File: src/rtl/cocr_pkg.sv
// constants for the channel one configuration register bank
// assumes a single clock domain and page/address register access
package cocr_pkg;

  // ------------------------------------------------------------------
  // register map
  // ------------------------------------------------------------------
  localparam logic [7:0] PAGE_CONFIG     = 8'h00;
  localparam logic [7:0] ADDR_INPUT_CFG  = 8'h3C;
  localparam logic [7:0] ADDR_ANALOG_GN  = 8'h3D;
  localparam logic [7:0] ADDR_DIG_VOLUME = 8'h3E;
  localparam logic [7:0] ADDR_CALIBRATE  = 8'h3F;

  // ------------------------------------------------------------------
  // reset values and writable bit masks
  // ------------------------------------------------------------------
  localparam logic [7:0] RST_INPUT_CFG   = 8'h00;
  localparam logic [7:0] RST_ANALOG_GN   = 8'h00;
  localparam logic [7:0] RST_DIG_VOLUME  = 8'hC9;
  localparam logic [7:0] RST_CALIBRATE   = 8'h80;
  localparam logic [7:0] MASK_INPUT_CFG  = 8'hFD;
  localparam logic [7:0] MASK_ANALOG_GN  = 8'hFC;
  localparam logic [7:0] MASK_DIG_VOLUME = 8'hFF;
  localparam logic [7:0] MASK_CALIBRATE  = 8'hF0;

  // ------------------------------------------------------------------
  // field positions
  // ------------------------------------------------------------------
  localparam int POS_KIND     = 7;
  localparam int POS_SRC_LO   = 5;
  localparam int POS_COUPLING = 4;
  localparam int POS_IMP_LO   = 2;
  localparam int POS_BOOST    = 0;
  localparam int POS_GAIN_LO  = 2;
  localparam int POS_TRIM_LO  = 4;
  localparam int POS_MODE_SEL = 3;

  // ------------------------------------------------------------------
  // codes
  // ------------------------------------------------------------------
  localparam logic [1:0] SRC_ANALOG_DIFF   = 2'h0;
  localparam logic [1:0] SRC_ANALOG_SINGLE = 2'h1;
  localparam logic [1:0] SRC_DENSITY_MIC   = 2'h2;
  localparam logic [1:0] IMP_RESERVED      = 2'h3;
  localparam logic [5:0] GAIN_MAX_CODE     = 6'h2A;
  localparam logic [7:0] VOLUME_MUTE_CODE  = 8'h00;
  localparam logic [8:0] VOLUME_UNITY_CODE = 9'h0C9;
  localparam logic [4:0] TRIM_ZERO_CODE    = 5'h08;

endpackage

File: src/rtl/cocr_regs.sv
// channel one configuration register bank with decoded controls
// assumes the serial control port delivers one-cycle strobes on mclk
`timescale 1ns/1ps
`default_nettype none

module cocr_regs (
  input  wire logic       mclk,
  input  wire logic       reset,
  input  wire logic       regStrobe,
  input  wire logic       regWrite,
  input  wire logic [7:0] regPage,
  input  wire logic [7:0] regAddr,
  input  wire logic [7:0] regWrData,
  input  wire logic       boostModeSel,
  output logic [7:0]      regRdData,
  output logic            regAck,
  output logic            chanOneInputKind,
  output logic [1:0]      chanOneSourceSelect,
  output logic            chanOneSourceReserved,
  output logic            chanOneCoupling,
  output logic [1:0]      chanOneImpedance,
  output logic            chanOneImpedanceReserved,
  output logic            chanOneRangeBoostOn,
  output logic            chanOneGainControlOn,
  output logic [5:0]      chanOneAnalogGain,
  output logic            chanOneGainReserved,
  output logic            chanOneVolumeMuted,
  output logic [8:0]      chanOneVolume,
  output logic [4:0]      chanOneGainTrim
);

  // ------------------------------------------------------------------
  // address decode
  // ------------------------------------------------------------------
  logic [7:0] inputCfg;
  logic [7:0] analogGain;
  logic [7:0] digVolume;
  logic [7:0] calibrate;

  wire logic       pageHit;
  wire logic       hitInput;
  wire logic       hitGain;
  wire logic       hitVolume;
  wire logic       hitCal;
  wire logic       anyHit;
  wire logic       doWrite;
  wire logic       doRead;
  wire logic [7:0] readMux;

  assign pageHit   = (regPage == cocr_pkg::PAGE_CONFIG);
  assign hitInput  = pageHit && (regAddr == cocr_pkg::ADDR_INPUT_CFG);
  assign hitGain   = pageHit && (regAddr == cocr_pkg::ADDR_ANALOG_GN);
  assign hitVolume = pageHit && (regAddr == cocr_pkg::ADDR_DIG_VOLUME);
  assign hitCal    = pageHit && (regAddr == cocr_pkg::ADDR_CALIBRATE);
  assign anyHit    = hitInput || hitGain || hitVolume || hitCal;
  assign doWrite   = regStrobe && regWrite;
  assign doRead    = regStrobe && !regWrite && anyHit;

  // read selection; stored reserved bits are always zero
  assign readMux = hitInput  ? inputCfg   :
                   hitGain   ? analogGain :
                   hitVolume ? digVolume  :
                   hitCal    ? calibrate  : 8'h00;

  // ------------------------------------------------------------------
  // register storage
  // ------------------------------------------------------------------
  // writes pass the writable mask so reserved bits stay zero
  always_ff @(posedge mclk) begin
    if (reset) begin
      inputCfg   <= cocr_pkg::RST_INPUT_CFG;
      analogGain <= cocr_pkg::RST_ANALOG_GN;
      digVolume  <= cocr_pkg::RST_DIG_VOLUME;
      calibrate  <= cocr_pkg::RST_CALIBRATE;
    end else if (doWrite) begin
      if (hitInput) begin
        inputCfg <= regWrData & cocr_pkg::MASK_INPUT_CFG;
      end
      if (hitGain) begin
        analogGain <= regWrData & cocr_pkg::MASK_ANALOG_GN;
      end
      if (hitVolume) begin
        digVolume <= regWrData & cocr_pkg::MASK_DIG_VOLUME;
      end
      if (hitCal) begin
        calibrate <= regWrData & cocr_pkg::MASK_CALIBRATE;
      end
    end
  end

  // answer: ack one cycle after a mapped access, data held until next mapped read
  always_ff @(posedge mclk) begin
    if (reset) begin
      regAck    <= 1'b0;
      regRdData <= 8'h00;
    end else begin
      regAck <= regStrobe && anyHit;
      if (doRead) begin
        regRdData <= readMux;
      end
    end
  end

  // ------------------------------------------------------------------
  // decoded controls
  // ------------------------------------------------------------------
  logic       decLine;
  logic [1:0] decSource;
  logic       decSrcRes;
  logic       decDc;
  logic [1:0] decImp;
  logic       decImpRes;
  logic       decBoost;
  logic       decAgc;
  logic [5:0] decGain;
  logic       decGainRes;
  logic       decMute;
  logic [8:0] decVolume;
  logic [4:0] decTrim;

  // lies with software: pin functions must match the source chosen
  cocr_decode u_decode (
    .inputCfg          (inputCfg),
    .analogGain        (analogGain),
    .digVolume         (digVolume),
    .calibrate         (calibrate),
    .boostModeSel      (boostModeSel),
    .lineInput         (decLine),
    .sourceSelect      (decSource),
    .sourceAnalog      (),
    .sourceDensityMic  (),
    .sourceReserved    (decSrcRes),
    .dcCoupled         (decDc),
    .impedance         (decImp),
    .impedanceReserved (decImpRes),
    .rangeBoostOn      (decBoost),
    .gainControlOn     (decAgc),
    .gainDb            (decGain),
    .gainReserved      (decGainRes),
    .volumeMuted       (decMute),
    .volumeHalfDb      (decVolume),
    .trimTenthDb       (decTrim)
  );

  // outputs registered one cycle behind the stored bytes
  always_ff @(posedge mclk) begin
    if (reset) begin
      chanOneInputKind         <= 1'b0;
      chanOneSourceSelect      <= 2'h0;
      chanOneSourceReserved    <= 1'b0;
      chanOneCoupling          <= 1'b0;
      chanOneImpedance         <= 2'h0;
      chanOneImpedanceReserved <= 1'b0;
      chanOneRangeBoostOn      <= 1'b0;
      chanOneGainControlOn     <= 1'b0;
      chanOneAnalogGain        <= 6'h00;
      chanOneGainReserved      <= 1'b0;
      chanOneVolumeMuted       <= 1'b0;
      chanOneVolume            <= 9'h000;
      chanOneGainTrim          <= 5'h00;
    end else begin
      chanOneInputKind         <= decLine;
      chanOneSourceSelect      <= decSource;
      chanOneSourceReserved    <= decSrcRes;
      chanOneCoupling          <= decDc;
      chanOneImpedance         <= decImp;
      chanOneImpedanceReserved <= decImpRes;
      chanOneRangeBoostOn      <= decBoost;
      chanOneGainControlOn     <= decAgc;
      chanOneAnalogGain        <= decGain;
      chanOneGainReserved      <= decGainRes;
      chanOneVolumeMuted       <= decMute;
      chanOneVolume            <= decVolume;
      chanOneGainTrim          <= decTrim;
    end
  end

  // ------------------------------------------------------------------
  // assertions
  // ------------------------------------------------------------------
  property p_kind;
    @(posedge mclk) disable iff (reset)
      !$past(reset) |-> chanOneInputKind == $past(inputCfg[7]);
  endproperty
  a_kind: assert property (p_kind)
    else $error("input kind output does not follow bit 7");

  property p_density;
    @(posedge mclk) disable iff (reset)
      ($past(inputCfg[6:5]) == 2'h2) && !$past(reset) |->
        chanOneSourceSelect == 2'h2 && !chanOneCoupling &&
        chanOneImpedance == 2'h0;
  endproperty
  a_density: assert property (p_density)
    else $error("density mic source leaks analog settings");

  property p_coupling;
    @(posedge mclk) disable iff (reset)
      chanOneCoupling |->
        $past(inputCfg[4]) && !$past(inputCfg[6]);
  endproperty
  a_coupling: assert property (p_coupling)
    else $error("dc coupling set without analog source");

  property p_impedance;
    @(posedge mclk) disable iff (reset)
      !$past(reset) && !$past(inputCfg[6]) |->
        chanOneImpedance == $past(inputCfg[3:2]);
  endproperty
  a_impedance: assert property (p_impedance)
    else $error("impedance code wrong for analog source");

  property p_boost_off;
    @(posedge mclk) disable iff (reset)
      !$past(inputCfg[0]) |->
        !chanOneRangeBoostOn && !chanOneGainControlOn;
  endproperty
  a_boost_off: assert property (p_boost_off)
    else $error("enhancer or gain controller on while disabled");

  property p_gain;
    @(posedge mclk) disable iff (reset)
      !$past(reset) |-> chanOneAnalogGain == $past(analogGain[7:2]) &&
        chanOneGainReserved == ($past(analogGain[7:2]) > 6'h2A);
  endproperty
  a_gain: assert property (p_gain)
    else $error("analog gain output mismatches code");

  property p_mute;
    @(posedge mclk) disable iff (reset)
      !$past(reset) |->
        chanOneVolumeMuted == ($past(digVolume) == 8'h00);
  endproperty
  a_mute: assert property (p_mute)
    else $error("mute does not match volume code zero");

  property p_unity;
    @(posedge mclk) disable iff (reset)
      $past(reset) |-> digVolume == 8'hC9 ##1 chanOneVolume == 9'h000;
  endproperty
  a_unity: assert property (p_unity)
    else $error("volume does not start at unity");

  property p_write;
    @(posedge mclk) disable iff (reset)
      regStrobe && regWrite && regPage == 8'h00 && regAddr == 8'h3D |=>
        analogGain == ($past(regWrData) & 8'hFC) ##1
        chanOneAnalogGain == $past(regWrData[7:2], 2);
  endproperty
  a_write: assert property (p_write)
    else $error("write to gain register not stored");

  property p_reset_vals;
    @(posedge mclk) disable iff (reset)
      $past(reset) |-> inputCfg == 8'h00 && analogGain == 8'h00 &&
        calibrate == 8'h80;
  endproperty
  a_reset_vals: assert property (p_reset_vals)
    else $error("register reset value wrong");

  property p_trim;
    @(posedge mclk) disable iff (reset)
      $past(calibrate[7:4]) == 4'h8 && !$past(reset) |->
        chanOneGainTrim == 5'h00;
  endproperty
  a_trim: assert property (p_trim)
    else $error("trim code eight is not zero dB");

  property p_reserved_read;
    @(posedge mclk) disable iff (reset)
      regStrobe && !regWrite && regPage == 8'h00 && regAddr == 8'h3F |=>
        regAck && regRdData[3:0] == 4'h0;
  endproperty
  a_reserved_read: assert property (p_reserved_read)
    else $error("reserved calibration bits read nonzero");

endmodule

`default_nettype wire

File: src/rtl/cocr_decode.sv
// decoder turning the four stored bytes into channel controls
// assumes the caller registers every output it drives off chip
`timescale 1ns/1ps
`default_nettype none

module cocr_decode (
  input  wire logic [7:0] inputCfg,
  input  wire logic [7:0] analogGain,
  input  wire logic [7:0] digVolume,
  input  wire logic [7:0] calibrate,
  input  wire logic       boostModeSel,
  output logic            lineInput,
  output logic [1:0]      sourceSelect,
  output logic            sourceAnalog,
  output logic            sourceDensityMic,
  output logic            sourceReserved,
  output logic            dcCoupled,
  output logic [1:0]      impedance,
  output logic            impedanceReserved,
  output logic            rangeBoostOn,
  output logic            gainControlOn,
  output logic [5:0]      gainDb,
  output logic            gainReserved,
  output logic            volumeMuted,
  output logic [8:0]      volumeHalfDb,
  output logic [4:0]      trimTenthDb
);

  // ------------------------------------------------------------------
  // field extraction
  // ------------------------------------------------------------------
  wire logic       boostEnable;
  wire logic [5:0] gainCode;
  wire logic [4:0] trimCode;

  assign boostEnable = inputCfg[cocr_pkg::POS_BOOST];
  assign gainCode    = analogGain[cocr_pkg::POS_GAIN_LO +: 6];
  assign trimCode    = {1'b0, calibrate[cocr_pkg::POS_TRIM_LO +: 4]};

  // input kind and source
  assign lineInput        = inputCfg[cocr_pkg::POS_KIND];
  assign sourceSelect     = inputCfg[cocr_pkg::POS_SRC_LO +: 2];
  assign sourceAnalog     = (sourceSelect == cocr_pkg::SRC_ANALOG_DIFF) ||
                            (sourceSelect == cocr_pkg::SRC_ANALOG_SINGLE);
  assign sourceDensityMic = (sourceSelect == cocr_pkg::SRC_DENSITY_MIC);
  assign sourceReserved   = !sourceAnalog && !sourceDensityMic;

  // analog-only front end settings
  assign dcCoupled = sourceAnalog &&
                     inputCfg[cocr_pkg::POS_COUPLING];
  assign impedance = sourceAnalog ?
                     inputCfg[cocr_pkg::POS_IMP_LO +: 2] : 2'h0;
  assign impedanceReserved = (impedance == cocr_pkg::IMP_RESERVED);

  // enhancer or gain controller, picked by the boostModeSel input
  assign rangeBoostOn  = boostEnable && !boostModeSel;
  assign gainControlOn = boostEnable && boostModeSel;

  // analog gain, 1 dB per code
  assign gainDb       = gainCode;
  assign gainReserved = (gainCode > cocr_pkg::GAIN_MAX_CODE);

  // digital volume in half-dB steps relative to unity
  assign volumeMuted  = (digVolume == cocr_pkg::VOLUME_MUTE_CODE);
  assign volumeHalfDb = volumeMuted ? 9'h000 :
                        {1'b0, digVolume} -
                        cocr_pkg::VOLUME_UNITY_CODE;

  // gain trim in tenth-dB steps, signed around code eight
  assign trimTenthDb = trimCode - cocr_pkg::TRIM_ZERO_CODE;

endmodule

`default_nettype wire

File: config.mk
export PLATFORM = sky130hd
export DESIGN_NAME = cocr_regs
export DESIGN_NICKNAME = d
export VERILOG_FILES = /design/src/rtl/cocr_pkg.sv /design/src/rtl/cocr_regs.sv /design/src/rtl/cocr_decode.sv
export SDC_FILE = /design/constraint.sdc
export NUM_CORES = 1
export LEC_CHECK = 0
export BUFFER_PORTS_ARGS = -buffer_cell sky130_fd_sc_hd__buf_2
export CORE_MARGIN = 5
export CORE_UTILIZATION = 55
export CTS_BUF_LIST = sky130_fd_sc_hd__clkbuf_4
export DETAILED_ROUTE_END_ITERATION = 10
export HOLD_SLACK_MARGIN = 0.15
export PLACE_DENSITY = 0.84
export SETUP_SLACK_MARGIN = 0.3
export SKIP_LAST_GASP = 1
export SLEW_MARGIN = 20
export SYNTH_ARGS = -nofsm -noshare
export SYNTH_HDL_FRONTEND = slang
export SYNTH_HIERARCHICAL = 1
export SYNTH_SLANG_ARGS = --single-unit
File: constraint.sdc
create_clock -name mclk -period 2.6 [get_ports mclk]
set_clock_uncertainty 0.15 [all_clocks]
set_input_delay 0.78 -clock mclk [delete_from_list [all_inputs] [get_ports mclk]]
set_output_delay 0.78 -clock mclk [all_outputs]
set_load 0.05 [all_outputs]
==> run metrics, run 1 <==
remaining global-route overflow 0; global-route usage over all layers 0.199; placer congestion estimate 0.867; synth warn 6; most used cell, CP and4_1; Internal Power 1.33 mW; switching part of the total 0.236; leakage power 1.37 nW; syn_nets 320; port bufs 69; half-perimeter wire length after detailed placement 4480 um; total number of vias 2224; Peak VDD IR 0.000348 V; cell count after synthesis 290; insertion delay of the later-clocked pin in the worst-skew pair 0.40 ns; library cell contributing the largest single delay on the critical path and4_1; CTS HTree Levels 3; hold violation total from the final report 0; Std-Cell Rows 26; combinational group share of total power 0.052; Tcrit/Tclk final 0.774; starting density of the core 0.561; maximum buffer depth of the clock tree 2; number of buffers inserted to repair setup after CTS 0; worst slack after detailed placement 0.181 ns; number of clock sinks 66; sequential cell fraction of total power 0.581; footprint of the multi-input gates 0.00129 mm^2; chip height 81.7 um; Power Dens Cells 532 mW/mm^2; DRC marker count from the first detailed-route iteration 128; FF/Latch Area 0.00132 mm^2; chain of cells forming the critical path buf_2, nor4b_2, and4_1, and4_1, mux2i_1; num ports 70; HP Class reg2reg; cells resized by post-CTS repair 0; register clock-pin slew on the reported worst setup and hold paths 0.11 ns; # nets final 377; die boundary width 81.7 um; RSZ-0062 raised after global routing false; critical path class in2reg; fin area 0.00327 mm^2; final worst-path setup slack 0.588 ns; drt first pass iters 4; Highest Clock Rate 497 MHz; # hold bufs at CTS 0; fraction of final layout cells sized beyond drive strength 1 0.301; worst path arrival time 2.20 ns; Least-Margin Pin Slew 0.507 ns; number of placed instances, taps included 406; type of destination of the critical path flop; maximum capacitance violations 0; Critical path buffers and inverters 1; placed instance area 0.00314 mm^2; vias in the first global route 2112; final WL 6190 um; largest net degree at the start of global routing 53; average size of a mapped cell 9.76 um^2; wire per inst 14.7 um; FILL cells 417; final setup violating endpoints 0; Ant. Diodes 0; family with the most delay on the worst path simple AND/OR/NAND/NOR gates; worst endpoint required time 2.78 ns; Final ANT Viol Nets 0; count of pins over their slew limit 0; buffer cell driving the clock tree root clkbuf_4; total die area 0.00668 mm^2; post-synth design cell area 0.00283 mm^2; CTS tree built; status completed; worst-case headroom to the max-slew limit 0.660; CP max FO 6; max incr delay on CP 0.37 ns; first-pass GRT wire length 9960 um; Layout Area Growth over Synthesis 15.4%; net switching power figure 0.410 mW; Period minus WS final 2.01 ns; Final TNS setup 0 ns; clock share of power 0.367; final non-filler cell total 422; number of buffers inserted during clock tree synthesis 9; antenna violations before repair 0; element type at the critical path start input pin; remaining routing DRC violations 0; area of the core 0.00504 mm^2; Vias per Instance 5.27
==> worst reg2reg max path, cell delays in order (launching register included) <==
cell	delay (ns)
dfxtp_1	0.38
inv_1	0.08
ha_1	0.16
nand2b_1	0.17
nor4_4	0.41
o21ba_1	0.20
nor2b_1	0.12
==> through the flow <==
step | util | hold WS, ns | total power [mW]
final | 0.648 | 0.335 | 1.74
after global routing | 0.648 | 0.341 | 1.81
after CTS | 0.648 | 0.331 | 1.75
after detailed placement | 0.622 | 0.312 | 1.12
after global placement | 0.622 | 0.310 | 1.12
after floorplan | - | 0.305 | 1.08
==> metal layers <==
layer / vias to the layer above / GRT usage / routed length (um)
met3: 9 / 0.0515 / 571
met4: 0 / 0.105 / 99
met5: - / 0 / 0
met2: 103 / 0.328 / 3000
met1: 991 / 0.238 / 2520
li1: 1121 / - / -
==> power groups by stage <==
| stage | sequential [mW] | clock [mW] | combinational, mW |
|---|---|---|---|
| after floorplan | 1.03 | 0 | 0.0475 |
| after global placement | 1.03 | 0 | 0.0864 |
| after detailed placement | 1.03 | 0 | 0.0891 |
| after CTS | 1.01 | 0.648 | 0.0896 |
| after global routing | 1.01 | 0.700 | 0.0972 |
| final | 1.01 | 0.637 | 0.0904 |
==> path summary, 6_finish.rpt <==
| kind | startpoint | endpoint | slack (ns) | cells past startpoint |
|---|---|---|---|---|
| hold reg to reg | regRdData[1] | regRdData[1] | 0.33 | 2 |
| setup / recovery | regAddr[7] | calibrate[7] | 0.59 | 5 |
| hold / removal | regRdData[1] | regRdData[1] | 0.33 | 2 |
| setup reg to reg | digVolume[0] | chanOneVolume[8] | 0.81 | 6 |
==> cell type report <==
| type | instances | share of cell area |
|---|---|---|
| inverters | 5 | 0.00575 |
| repair buffers | 77 | 0.128 |
| clock buffers | 9 | 0.0207 |
| clock inverters | 7 | 0.0184 |
| flip-flops and latches | 66 | 0.405 |
| well taps | 70 | 0.0268 |
| multi-input cells | 188 | 0.396 |
==> registers in the layout (all words and copies together) (netlist names), 2 cells and up <==
register,flops
chanOneGainTrim,5
inputCfg,7
chanOneSourceSelect,2
chanOneAnalogGain,6
regRdData,8
calibrate,4
chanOneVolume,9
chanOneImpedance,2
digVolume,8
analogGain,6
==> layout by cell type, fill, tap and decap left out, types with 2 or more instances in the layout <==
| cell type | count |
|---|---|
| nor4_4 | 2 |
| nor2b_1 | 39 |
| and2_1 | 4 |
| o21ai_0 | 19 |
| o32ai_1 | 3 |
| a21oi_1 | 24 |
| inv_1 | 5 |
| mux4_2 | 4 |
| and4_1 | 3 |
| buf_4 | 7 |
| dfxtp_1 | 66 |
| clkinv_1 | 2 |
| clkinv_2 | 3 |
| xnor2_1 | 2 |
| buf_2 | 69 |
| nand4_1 | 17 |
| clkbuf_4 | 9 |
| o31ai_1 | 2 |
| mux2i_1 | 13 |
| nand2_1 | 4 |
| nand2b_1 | 13 |
| nand3_1 | 2 |
| nor2_1 | 17 |
Note: power is estimated with default switching activity, not from simulation.
==> inputs of run 2 (changes only) <==
- CORE_UTILIZATION: 55 -> 50
- PLACE_DENSITY: 0.84 -> 0.81
- clock period: 2.6 -> 1.72 ns (I/O delays scaled with it)
==> run metrics, run 2 (synthesized netlist as in run 1, its figures left out) <==
status completed; num ports 70; number of clock sinks 66; leakage power 1.72 nW; most common library cell in the layout ignoring fill and taps dfxtp_2; Vias per Instance 5.75; HP Class in2reg; worst slack after detailed placement -0.328 ns; critical path class in2reg; largest net degree at the start of global routing 65; RSZ-0062 raised after global routing true; highest routing layer actually used met4; element type at the critical path start input pin; Period minus WS final 1.66 ns; first-pass GRT wire length 13200 um; antenna violations before repair 0; worst endpoint required time 1.92 ns; routed wl met2 4440 um; Power Dens Cells 593 mW/mm^2; worst-case headroom to the max-slew limit 0.667; CTS HTree Levels 3; maximum capacitance violations 0; final worst-path setup slack 0.0558 ns; starting density of the core 0.514; area of the core 0.00551 mm^2; # nets final 415; Std-Cell Rows 27; wire length the detailed router placed on met1 3270 um; FILL cells 305; Tcrit/Tclk final 0.968; Final ANT Viol Nets 0; vias in the first global route 2650; placer congestion estimate 0.854; final setup violating endpoints 0; half-perimeter wire length after detailed placement 4800 um; Peak VDD IR 0.000580 V; Ant. Diodes 0; insertion delay of the later-clocked pin in the worst-skew pair 0.42 ns; top library cells by usage in the layout, fill and taps aside dfxtp_2 (43), buf_8 (39), nor2b_1 (38); footprint of the multi-input gates 0.00155 mm^2; Final TNS setup 0 ns; count of pins over their slew limit 0; die boundary width 85.2 um; FF/Latch Area 0.00138 mm^2; total die area 0.00726 mm^2; Highest Clock Rate 601 MHz; Biggest register chanOneVolume; DRC marker count from the first detailed-route iteration 260; global-route usage over all layers 0.234; CP max FO 4; drt first pass iters 6; type of destination of the critical path flop; total number of vias 2651; remaining routing DRC violations 0; max FFs per register 9; wire per inst 19.2 um; register clock-pin slew on the reported worst setup and hold paths 0.11 ns; final WL 8870 um; buffer cell driving the clock tree root clkbuf_4; detailed-routed wire length on met3 744 um; fraction of final layout cells sized beyond drive strength 1 0.604; number of buffers inserted during clock tree synthesis 9; hold violation total from the final report 0; port bufs 69; CTS tree built; remaining global-route overflow 0; maximum buffer depth of the clock tree 2; Least-Margin Pin Slew 0.498 ns; Layout Area Growth over Synthesis 53.7%; largest registers chanOneVolume (9), digVolume (8), regRdData (8); chip height 85.2 um; worst path arrival time 1.86 ns
run 2: metrics by stage:
step / total power, mW / area (um^2) / instances / utilization / hold slack, ns
6_report: 2.58 / 4350 / 461 / 0.790 / 0.222
5_1_grt: 2.65 / 4350 / 461 / 0.790 / 0.228
4_1_cts: 2.54 / 4140 / 459 / 0.752 / 0.204
3_5_place_dp: 1.72 / 3330 / 427 / 0.604 / 0.324
3_3_place_gp: 1.72 / 3330 / 427 / 0.604 / 0.312
2_1_floorplan: 1.64 / 2900 / 290 / - / 0.309
run 2: worst max-delay path, stage by stage:
cell     delay [ns]
buf_6          0.09
nor4_4         0.36
and4_4         0.33
buf_6          0.13
buf_6          0.09
nand4_1        0.14
a21oi_2        0.21
run 2: timing repair:
action / CTS / global route
setup buffers: 15 / 2
pin swaps: 33 / 18
gates cloned: 2 / 0
endpoints found under the setup margin: 83 / 85
hold endpoints to repair: 0 / 0
gates resized for setup: 203 / 46
hold buffers: 0 / 0
run 2: final timing paths:
path | from | end | slack, ns | cells after the start
setup / recovery | regPage[4] | digVolume[2] | 0.06 | 7
hold / removal | boostModeSel | chanOneRangeBoostOn | 0.22 | 3
setup reg to reg | digVolume[1] | chanOneVolume[7] | 0.15 | 5
hold reg to reg | inputCfg[4] | inputCfg[4] | 0.34 | 2
run 2: per-layer routing:
metal / global-route usage / up-vias
li1: - / 1191
met1: 0.272 / 1253
met2: 0.388 / 165
met3: 0.0689 / 42
met4: 0.125 / 0
met5: 0 / -
run 2: area by class of cell:
class,count,area share
clock buffers,11,0.0190
well taps,72,0.0207
inverters,5,0.00432
flip-flops and latches,66,0.318
clock inverters,4,0.00460
multi-input cells,188,0.355
repair buffers,115,0.278
run 2: power breakdown:
group	internal (mW)	total (mW)	switching (mW)
Sequential	1.52	1.52	0.00000497
Combinational	0.0743	0.182	0.108
Clock	0.313	0.875	0.562
